<file path="src/umpa_pkg.sv">
// Package of constants for the unsigned multiply and parallel abs/add datapath
`default_nettype none
package umpa_pkg;
  // ***********************
  // Instruction fields
  // ***********************
  localparam int          OPC_MSB       = 31;
  localparam int          OPC_LSB       = 26;
  localparam int          SRCA_MSB      = 25;
  localparam int          SRCA_LSB      = 21;
  localparam int          SRCB_MSB      = 20;
  localparam int          SRCB_LSB      = 16;
  localparam int          DEST_MSB      = 15;
  localparam int          DEST_LSB      = 11;
  localparam int          SUB_MSB       = 10;
  localparam int          SUB_LSB       = 6;
  localparam int          FUNC_MSB      = 5;
  localparam int          FUNC_LSB      = 0;
  localparam logic [5:0]  OPC_SPECIAL   = 6'h00;
  localparam logic [5:0]  OPC_MEDIA     = 6'h1C;
  localparam logic [5:0]  FN_UNSIGNED_MULTIPLY_P0      = 6'h19;
  localparam logic [5:0]  FN_MEDIA_G1   = 6'h28;
  localparam logic [5:0]  FN_MEDIA_G0   = 6'h08;
  localparam logic [4:0]  SUB_ZERO      = 5'h00;
  localparam logic [4:0]  SUB_ABS_WORD  = 5'h01;
  localparam logic [4:0]  SUB_ABS_HALF  = 5'h05;
  localparam logic [4:0]  SUB_ADD_BYTE  = 5'h08;
  // ***********************
  // Timing and reset values
  // ***********************
  localparam int          MUL_LATENCY   = 4;
  localparam logic [2:0]  MUL_CNT_RST   = 3'h0;
  localparam logic [63:0] PROD_RST      = 64'h0;
  localparam logic [127:0] WIDE_RST     = 128'h0;

  typedef enum logic [2:0] {
    UMPA_OP_NONE, UMPA_OP_MUL0, UMPA_OP_MUL1, UMPA_OP_ABSH, UMPA_OP_ABSW, UMPA_OP_ADDB
  } umpa_op_e;
endpackage : umpa_pkg
`default_nettype wire

</file>
<file path="src/umpa_datapath.sv">
// Unsigned multiply, parallel absolute value and parallel byte add datapath
// Behaviour
// RL1: Decode pipe-0 unsigned multiply, special 011001
// RL2: Decode pipe-1 unsigned multiply, media 011001
// RL3: Pipe-0 product low/high sign-extended to regs
// RL4: Pipe-1 product into upper 64 bits
// RL5: Pipe-1 multiply runs on second pipeline
// RL6: Multiplies raise no arithmetic exception
// RL7: Omitted destination encodes register zero
// RL8: Sources must have bits 63..32 zero
// RL9: Multiply runs beside later independent instructions
// RL10: Stall product reads until multiply done
// RL11: Halfword abs of eight lanes
// RL12: Halfword 0x8000 gives 0x7FFF, no exception
// RL13: Word abs of four lanes
// RL14: Decode word abs, media group-1 101000
// RL15: Decode byte add, media group-0 01000
// RL16: Sixteen byte lanes added, low 8 bits
// RL17: Byte add discards carries, no exception
// RL18: Parallel ops use full 128 bits
// RL19: Word most-negative gives most-positive
`default_nettype none
module umpa_datapath
  import umpa_pkg::*;
#(
  parameter int MUL_CYCLES = MUL_LATENCY
) (
  input  wire logic         sys_clk_in,
  input  wire logic         resetn_in,
  input  wire logic         issue_valid_in,
  input  wire logic [31:0]  instr_in,
  input  wire logic [127:0] src_a_in,
  input  wire logic [127:0] src_b_in,
  input  wire logic         prod_read_p0_in,
  input  wire logic         prod_read_p1_in,
  output logic              stall_out,
  output logic              illegal_out,
  output logic              arith_exc_out,
  output logic              gpr_we_out,
  output logic [4:0]        gpr_waddr_out,
  output logic [127:0]      gpr_wdata_out,
  output logic              mul_busy_out,
  output logic [127:0]      bottom_product_reg,
  output logic [127:0]      upper_product_reg
);

  // ***********************
  // Lane arithmetic
  // ***********************
  function automatic logic [15:0] abs_half(input logic [15:0] v);
    logic [15:0] neg;
    neg = 16'h0 - v;
    if (v == 16'h8000) begin
      abs_half = 16'h7FFF;   // RL12
    end else begin
      abs_half = v[15] ? neg : v;
    end
  endfunction : abs_half

  function automatic logic [31:0] abs_word(input logic [31:0] v);
    logic [31:0] neg;
    neg = 32'h0 - v;
    if (v == 32'h8000_0000) begin
      abs_word = 32'h7FFF_FFFF;   // RL19
    end else begin
      abs_word = v[31] ? neg : v;
    end
  endfunction : abs_word

  // ***********************
  // Decode
  // ***********************
  logic [5:0] opc;
  logic [5:0] fn;
  logic [4:0] sub;
  logic [4:0] srca;
  umpa_op_e   op;

  assign opc  = instr_in[OPC_MSB:OPC_LSB];
  assign fn   = instr_in[FUNC_MSB:FUNC_LSB];
  assign sub  = instr_in[SUB_MSB:SUB_LSB];
  assign srca = instr_in[SRCA_MSB:SRCA_LSB];

  always_comb begin
    op = UMPA_OP_NONE;
    if (opc == OPC_SPECIAL && sub == SUB_ZERO && fn == FN_UNSIGNED_MULTIPLY_P0) begin
      op = UMPA_OP_MUL0;   // RL1
    end else if (opc == OPC_MEDIA && sub == SUB_ZERO && fn == FN_UNSIGNED_MULTIPLY_P0) begin
      op = UMPA_OP_MUL1;   // RL2
    end else if (opc == OPC_MEDIA && fn == FN_MEDIA_G1 && sub == SUB_ABS_WORD
                 && srca == SUB_ZERO) begin
      op = UMPA_OP_ABSW;   // RL14
    end else if (opc == OPC_MEDIA && fn == FN_MEDIA_G1 && sub == SUB_ABS_HALF
                 && srca == SUB_ZERO) begin
      op = UMPA_OP_ABSH;
    end else if (opc == OPC_MEDIA && sub == SUB_ADD_BYTE && fn == FN_MEDIA_G0) begin
      op = UMPA_OP_ADDB;   // RL15
    end
  end

  // ***********************
  // Interlock
  // ***********************
  logic [2:0] mul_cnt;
  logic       mul_pipe1;
  logic [4:0] mul_dest;
  logic [63:0] mul_prod;
  logic       mul_done;
  logic       fire;

  assign mul_busy_out = (mul_cnt != MUL_CNT_RST);
  assign mul_done     = (mul_cnt == 3'h1);
  // A second multiply or any product read waits for the pending one
  assign stall_out = issue_valid_in && mul_busy_out &&
                     (op == UMPA_OP_MUL0 || op == UMPA_OP_MUL1 ||
                      prod_read_p0_in || prod_read_p1_in);   // RL10
  assign fire = issue_valid_in && !stall_out;
  assign illegal_out = issue_valid_in && op == UMPA_OP_NONE;
  assign arith_exc_out = 1'b0;   // RL6 RL17

  // ***********************
  // Multiplier (runs beside the issue stream)
  // ***********************
  always_ff @(posedge sys_clk_in) begin
    if (!resetn_in) begin
      mul_cnt   <= MUL_CNT_RST;
      mul_pipe1 <= 1'b0;
      mul_dest  <= 5'h0;
      mul_prod  <= PROD_RST;
    end else if (fire && (op == UMPA_OP_MUL0 || op == UMPA_OP_MUL1)) begin
      // Only the low words feed the product; upper bits are ignored
      mul_prod  <= {32'h0, src_a_in[31:0]} * {32'h0, src_b_in[31:0]};   // RL3
      mul_pipe1 <= (op == UMPA_OP_MUL1);   // RL5
      mul_dest  <= instr_in[DEST_MSB:DEST_LSB];
      mul_cnt   <= 3'(MUL_CYCLES);   // RL9
    end else if (mul_busy_out) begin
      mul_cnt <= mul_cnt - 3'h1;
    end
  end

  always_ff @(posedge sys_clk_in) begin
    if (!resetn_in) begin
      bottom_product_reg <= WIDE_RST;
      upper_product_reg  <= WIDE_RST;
    end else if (mul_done) begin
      if (mul_pipe1) begin
        bottom_product_reg[127:64] <= {{32{mul_prod[31]}}, mul_prod[31:0]};   // RL4
        upper_product_reg[127:64]  <= {{32{mul_prod[63]}}, mul_prod[63:32]};  // RL4
      end else begin
        bottom_product_reg[63:0] <= {{32{mul_prod[31]}}, mul_prod[31:0]};   // RL3
        upper_product_reg[63:0]  <= {{32{mul_prod[63]}}, mul_prod[63:32]};  // RL3
      end
    end
  end

  // ***********************
  // Register file write port
  // ***********************
  logic [127:0] simd_res;
  always_comb begin
    simd_res = WIDE_RST;
    unique case (op)
      UMPA_OP_ABSH: for (int i = 0; i < 8; i++) begin
        simd_res[i*16 +: 16] = abs_half(src_b_in[i*16 +: 16]);   // RL11 RL18
      end
      UMPA_OP_ABSW: for (int i = 0; i < 4; i++) begin
        simd_res[i*32 +: 32] = abs_word(src_b_in[i*32 +: 32]);   // RL13
      end
      UMPA_OP_ADDB: for (int i = 0; i < 16; i++) begin
        simd_res[i*8 +: 8] = src_a_in[i*8 +: 8] + src_b_in[i*8 +: 8];   // RL16 RL17
      end
      UMPA_OP_NONE, UMPA_OP_MUL0, UMPA_OP_MUL1: simd_res = WIDE_RST;
    endcase
  end

  // A SIMD issue has the port; a same-cycle multiply completion would collide,
  // so the SIMD result is written the cycle after it issues and the multiply
  // result only when no SIMD op issues at that moment.
  logic simd_fire;
  assign simd_fire = fire && (op == UMPA_OP_ABSH || op == UMPA_OP_ABSW || op == UMPA_OP_ADDB);

  always_ff @(posedge sys_clk_in) begin
    if (!resetn_in) begin
      gpr_we_out    <= 1'b0;
      gpr_waddr_out <= 5'h0;
      gpr_wdata_out <= WIDE_RST;
    end else if (simd_fire) begin
      gpr_we_out    <= 1'b1;
      gpr_waddr_out <= instr_in[DEST_MSB:DEST_LSB];
      gpr_wdata_out <= simd_res;   // RL18
    end else if (mul_done) begin
      gpr_we_out    <= 1'b1;
      gpr_waddr_out <= mul_dest;   // RL7
      gpr_wdata_out <= {64'h0, {32{mul_prod[31]}}, mul_prod[31:0]};
    end else begin
      gpr_we_out <= 1'b0;
    end
  end

  // ***********************
  // Checks
  // ***********************
  property p_mul_latency;
    @(posedge sys_clk_in) disable iff (!resetn_in)
      (fire && op == UMPA_OP_MUL1) |=> mul_busy_out [*4] ##1 !mul_busy_out;
  endproperty
  a_mul_latency: assert property (p_mul_latency) else $error("multiply latency wrong"); // RL9

  property p_stall;
    @(posedge sys_clk_in) disable iff (!resetn_in)
      (issue_valid_in && mul_busy_out && prod_read_p1_in) |-> stall_out;
  endproperty
  a_stall: assert property (p_stall) else $error("product read not stalled"); // RL10

  property p_no_stall_idle;
    @(posedge sys_clk_in) disable iff (!resetn_in) !mul_busy_out |-> !stall_out;
  endproperty
  a_no_stall_idle: assert property (p_no_stall_idle) else $error("spurious stall"); // RL9

  // Product registers change at the fourth edge, so they are seen one edge later
  property p_p1_upper;
    @(posedge sys_clk_in) disable iff (!resetn_in)
      (fire && op == UMPA_OP_MUL1) |-> ##5
      bottom_product_reg[95:64] == 32'({32'h0, $past(src_a_in[31:0], 5)} *
                                       {32'h0, $past(src_b_in[31:0], 5)}) &&
      bottom_product_reg[127:96] == {32{bottom_product_reg[95]}};
  endproperty
  a_p1_upper: assert property (p_p1_upper) else $error("pipe-1 product wrong"); // RL4

  property p_p0_value;
    @(posedge sys_clk_in) disable iff (!resetn_in)
      (fire && op == UMPA_OP_MUL0) |-> ##5 upper_product_reg[63:0] ==
      {{32{mul_prod[63]}}, mul_prod[63:32]} && mul_prod ==
      {32'h0, $past(src_a_in[31:0], 5)} * {32'h0, $past(src_b_in[31:0], 5)};
  endproperty
  a_p0_value: assert property (p_p0_value) else $error("pipe-0 product wrong"); // RL3

  property p_absh_min;
    @(posedge sys_clk_in) disable iff (!resetn_in)
      (fire && op == UMPA_OP_ABSH && src_b_in[15:0] == 16'h8000) |=>
      gpr_wdata_out[15:0] == 16'h7FFF;
  endproperty
  a_absh_min: assert property (p_absh_min) else $error("halfword abs min wrong"); // RL12

  property p_absw_min;
    @(posedge sys_clk_in) disable iff (!resetn_in)
      (fire && op == UMPA_OP_ABSW && src_b_in[31:0] == 32'h8000_0000) |=>
      gpr_wdata_out[31:0] == 32'h7FFF_FFFF;
  endproperty
  a_absw_min: assert property (p_absw_min) else $error("word abs min wrong"); // RL19

  property p_addb;
    @(posedge sys_clk_in) disable iff (!resetn_in)
      (fire && op == UMPA_OP_ADDB) |=> gpr_we_out &&
      gpr_wdata_out[127:120] == 8'($past(src_a_in[127:120]) + $past(src_b_in[127:120]));
  endproperty
  a_addb: assert property (p_addb) else $error("byte add wrong"); // RL16

  property p_no_exc;
    @(posedge sys_clk_in) disable iff (!resetn_in) !arith_exc_out;
  endproperty
  a_no_exc: assert property (p_no_exc) else $error("exception raised"); // RL6

  // Decode is checked from the raw fields, not from the decoded op
  property p_mul0_pipe;
    @(posedge sys_clk_in) disable iff (!resetn_in)
      (fire && opc == OPC_SPECIAL && sub == SUB_ZERO && fn == FN_UNSIGNED_MULTIPLY_P0) |=>
      mul_busy_out && !mul_pipe1;
  endproperty
  a_mul0_pipe: assert property (p_mul0_pipe) else $error("pipe-0 multiply not started"); // RL1

  property p_mul1_pipe;
    @(posedge sys_clk_in) disable iff (!resetn_in)
      (fire && opc == OPC_MEDIA && sub == SUB_ZERO && fn == FN_UNSIGNED_MULTIPLY_P0) |=>
      mul_busy_out && mul_pipe1;
  endproperty
  a_mul1_pipe: assert property (p_mul1_pipe) else $error("pipe-1 multiply not started"); // RL2

  property p_absw_dec;
    @(posedge sys_clk_in) disable iff (!resetn_in)
      (fire && opc == OPC_MEDIA && fn == FN_MEDIA_G1 && sub == SUB_ABS_WORD
       && srca == SUB_ZERO) |=> gpr_we_out;
  endproperty
  a_absw_dec: assert property (p_absw_dec) else $error("word abs not decoded"); // RL14

  property p_addb_dec;
    @(posedge sys_clk_in) disable iff (!resetn_in)
      (fire && opc == OPC_MEDIA && fn == FN_MEDIA_G0 && sub == SUB_ADD_BYTE) |=> gpr_we_out;
  endproperty
  a_addb_dec: assert property (p_addb_dec) else $error("byte add not decoded"); // RL15

  property p_absh_lane;
    @(posedge sys_clk_in) disable iff (!resetn_in)
      (fire && op == UMPA_OP_ABSH && !src_b_in[127]) |=>
      gpr_wdata_out[127:112] == $past(src_b_in[127:112]);
  endproperty
  a_absh_lane: assert property (p_absh_lane) else $error("halfword abs lane wrong"); // RL11

  property p_absw_lane;
    @(posedge sys_clk_in) disable iff (!resetn_in)
      (fire && op == UMPA_OP_ABSW && !src_b_in[127]) |=>
      gpr_wdata_out[127:96] == $past(src_b_in[127:96]);
  endproperty
  a_absw_lane: assert property (p_absw_lane) else $error("word abs lane wrong"); // RL13

  property p_addb_low;
    @(posedge sys_clk_in) disable iff (!resetn_in)
      (fire && op == UMPA_OP_ADDB) |=>
      gpr_wdata_out[7:0] == 8'($past(src_a_in[7:0]) + $past(src_b_in[7:0]));
  endproperty
  a_addb_low: assert property (p_addb_low) else $error("byte add carry kept"); // RL17

  property p_wide_dest;
    @(posedge sys_clk_in) disable iff (!resetn_in)
      simd_fire |=> gpr_we_out && gpr_waddr_out == $past(instr_in[DEST_MSB:DEST_LSB]);
  endproperty
  a_wide_dest: assert property (p_wide_dest) else $error("parallel op destination wrong"); // RL18

  // The multiply write-back leaves the upper doubleword of the destination clear
  property p_mul_wb;
    @(posedge sys_clk_in) disable iff (!resetn_in)
      (mul_done && !simd_fire) |=> gpr_we_out && gpr_wdata_out[127:64] == 64'h0 &&
      gpr_waddr_out == $past(mul_dest);
  endproperty
  a_mul_wb: assert property (p_mul_wb) else $error("multiply write-back wrong"); // RL3

  property p_stall_p0;
    @(posedge sys_clk_in) disable iff (!resetn_in)
      (issue_valid_in && mul_busy_out && prod_read_p0_in) |-> stall_out;
  endproperty
  a_stall_p0: assert property (p_stall_p0) else $error("low product read not stalled"); // RL10

  c_mul0: cover property (@(posedge sys_clk_in) fire && op == UMPA_OP_MUL0);
  c_mul1_stall: cover property (@(posedge sys_clk_in) stall_out && prod_read_p1_in);
  c_absh: cover property (@(posedge sys_clk_in) fire && op == UMPA_OP_ABSH);
  c_addb: cover property (@(posedge sys_clk_in) fire && op == UMPA_OP_ADDB);

endmodule : umpa_datapath
`default_nettype wire

</file>
<file path="config.mk">
export PLATFORM = sky130hd
export DESIGN_NAME = umpa_datapath
export DESIGN_NICKNAME = d
export VERILOG_FILES = /design/src/umpa_pkg.sv /design/src/umpa_datapath.sv
export SDC_FILE = /design/constraint.sdc
export NUM_CORES = 2
export LEC_CHECK = 0
export ABC_AREA = 1
export BUFFER_PORTS_ARGS = -buffer_cell sky130_fd_sc_hd__buf_2
export CAP_MARGIN = 20
export CORE_UTILIZATION = 60
export CTS_CLUSTER_DIAMETER = 80
export DETAILED_ROUTE_END_ITERATION = 7
export PLACE_DENSITY = 0.81
export SLEW_MARGIN = 20
export SYNTH_ARGS = -nofsm -noshare
export SYNTH_HDL_FRONTEND = slang
export SYNTH_SLANG_ARGS = --single-unit
</file>
<file path="constraint.sdc">
create_clock -name sys_clk_in -period 12.2 [get_ports sys_clk_in]
set_clock_uncertainty 0.05 [all_clocks]
set_input_delay 2.44 -clock sys_clk_in [delete_from_list [all_inputs] [get_ports sys_clk_in]]
set_output_delay 2.44 -clock sys_clk_in [all_outputs]
set_load 0.1 [all_outputs]
</file>
==> impl_metrics.csv <==
group,metric,value,unit
yosys,synth_top_cell_by_area,"fa_1",
clock_network,htree_num_levels,2,
worst_setup_path,rr_worst_depth,13,
global_route,grt_max_degree,103,
worst_setup_path,crit_path_max_fanout,32,
yosys,syn-instance-count,9249,
yosys,synth_enable_flop_cells,0,
yosys,netlist_area,0.06291,mm²
worst_setup_path,path_class,"input pin to flip-flop",
placed_design,place_hpwl,179700,µm
yosys,ys_async_sr_fraction,0,%
timing,slew_viol_final,0,
clock_network,cts_hold_buf,0,
timing,finalCritPeriodShare,82.31,%
clock_network,cts_tree,"yes",
drt,avgRoutedWirePerCell,20.89,µm
clock_network,cts_sinks,335,
yosys,synth-seq-cells,335,
yosys,yosysMostFrequentCell,"nand2_1",
final_layout,drive_gt1_share,9.190,%
job,cap_viol_max_count,0,
yosys,seq_area_frac_synth,10.66,%
placed_design,numPortBuffers,680,
final_layout,nNetsFinal,11060,
yosys,yosysTopAreaCellShare,28.99,%
min_path,hold_depth,2,
clock_network,clock_latency,0.59,ns
drt,viasPerCell,5.726,
yosys,yosysWarnings,0,
timing,grt_setup_unrepaired,"false",
drt,wl,227700,µm
drt,vias,62410,
placed_design,gp_congestion,0.9978,
min_path,hp-class,"flip-flop to flip-flop",
die,placementRows,118,
worst_setup_path,regToRegSetupSlack,7.57,ns
yosys,synthTopCellsByCount,"2,488 x nand2_1, 1,987 x inv_1, 911 x fa_1, 629 x nand3_1, 548 x nor2_1",
die,ios,687,
final_layout,area_growth,6.562,%
drt,drtIter0Drc,6409,
worst_setup_path,r2r_end,"gpr_wdata_out[104]",
worst_setup_path,arrival,10.43,ns
worst_setup_path,endpoint_kind,"flip-flop",
clock_network,cts_root_buf,"clkbuf_16",
timing,worst_slew_pin_slew,1.109,ns
timing,setup_violations,0,
die,fp.dieArea,0.1061,mm²
yosys,avgSynthCellArea,6.801,µm²
global_route,overflow,0,
global_route,grt_usage,42.73,%
clock_network,numCtsBuffers,35,
run_status,status,"finished, final reports clean",
worst_setup_path,start_kind,"input pin",
final_layout,largest_reg_flops,128,
die,design.core.area,0.1038,mm²
worst_setup_path,crit_required,12.59,ns
global_route,grt_antenna_before_repair,36,
drt,dr.pass1.iters,7,
drt,drc,0,
timing,max_freq,0.09958,GHz
timing,finalHoldViolCount,0,
final_layout,top_register,"gpr_wdata_out",
yosys,synth_ff_type,"dfxtp_1",
clock_network,clk_pin_slew_worst_paths,0.06,ns
yosys,syn-num-nets,10850,
yosys,synthDistinctLibCells,53,
clock_network,ctsResizeCount,0,
die,start_util,60.61,%
drt,ant_nets,0,
yosys,synth_area_leaders,"fa_1 29%, nand2_1 15%, inv_1 12%",
timing,tns,0,ns
global_route,grt_pass1_wl,350700,µm
clock_network,cts.path.max_buffers,3,
die,fp.dieH,325.8,µm
timing,max_slew_margin,25.91,%
clock_network,postCtsSetupBuffers,0,
min_path,min_from,"bottom_product_reg[6]",
die,die_w,325.8,µm
worst_setup_path,r2r_start,"mul_cnt[0]",
global_route,grt_pass1_vias,61550,
timing,post-route-min-period,10.04,ns
min_path,hold_end,"bottom_product_reg[6]",
[worst max-delay path: stages]
cell and delay, ns:
buf_2 0.72, ha_1 0.41, inv_1 0.17, fa_1 0.51, inv_1 0.05, fa_1 0.49
inv_1 0.05, fa_1 0.39, fa_1 0.55, inv_1 0.06, fa_1 0.56, fa_1 0.43
fa_1 0.53, inv_1 0.06, fa_1 0.57, inv_1 0.06, ha_1 0.50, nand2_1 0.15
nor2_1 0.14, inv_1 0.07, nor2_1 0.24, inv_1 0.11, nor3_1 0.24, nand3_1 0.16
nand3_1 0.11, nand2_1 0.05, a21oi_1 0.47, nor2_1 0.09
[kinds of logic (layout without fill, tap and decap cells)]
family | after synthesis | in the layout | synth area share (%)
buf+inv | 2572 | 2812 | 16.40
fa+ha+maj | 1307 | 1307 | 36.87
other cells | 1 | 30 | 0.005961
simple gates | 3909 | 3909 | 25.56
compound gates | 970 | 970 | 8.350
flops | 335 | 335 | 10.66
xor+xnor | 155 | 155 | 2.158
[layout by cell type, fill, tap and decap left out, types with 65 or more instances in the layout]
master	synthesis	final
a21oi_1	456	456
buf_2	69	679
buf_4	133	65
dfxtp_1	335	333
fa_1	911	911
ha_1	396	396
inv_1	1987	1986
nand2_1	2488	2487
nand3_1	629	629
nand4_1	110	110
nor2_1	548	547
o21ai_0	342	342
xor2_1	115	115
[layout make-up]
type | count | area, µm²
diodes | 29 | 72.57
fillers | 9402 | 36760
repair buffers | 744 | 3886
inverters | 2006 | 7535
clock inverters | 14 | 186.4
clock buffers | 48 | 1005
flip-flops and latches | 335 | 6709
multi-input cells | 6342 | 45910
well taps | 1380 | 1727
[how the worst max path moves through the flow]
| stage | from | end | slack [ns] | depth (start not counted) |
|---|---|---|---|---|
| detailed placement | src_a_in[16] | mul_prod[44] | 1.91 | 28 |
| CTS | src_a_in[16] | mul_prod[44] | 2.41 | 28 |
| global route | src_a_in[16] | mul_prod[44] | 1.99 | 28 |
| finish | src_a_in[16] | mul_prod[44] | 2.16 | 28 |
| floorplan | src_b_in[15] | mul_prod[61] | 3.23 | 31 |
| global placement | src_a_in[16] | mul_prod[44] | 1.94 | 28 |
[metrics by stage]
step / setup WS, ns / area (µm²) / hold WS [ns] / instances / utilization [%]
2_1_floorplan: 3.226 / 62910 / 0.3895 / 9249 / -
3_3_place_gp: 1.940 / 65770 / 0.3957 / 10810 / 63.37
3_5_place_dp: 1.908 / 65770 / 0.3999 / 10810 / 63.37
4_1_cts: 2.414 / 66960 / 0.4119 / 10870 / 64.51
5_1_grt: 1.987 / 67020 / 0.4264 / 10890 / 64.57
6_report: 2.158 / 67030 / 0.4111 / 10900 / 64.58
[routing by layer]
| layer | track usage [%] | vias to the layer above | wire (µm) | part of all wire [%] |
|---|---|---|---|---|
| met5 | 0 | - | 8 | 0.0035 |
| met4 | 23.95 | 2 | 14950 | 6.6 |
| met3 | 9.359 | 676 | 25370 | 11 |
| met2 | 66.91 | 3632 | 101300 | 44 |
| met1 | 54.89 | 29880 | 86040 | 38 |
| li1 | - | 28210 | - | - |
Power is not shown: default switching activity piles up to over one toggle a cycle in this logic, so the estimate is an artifact.
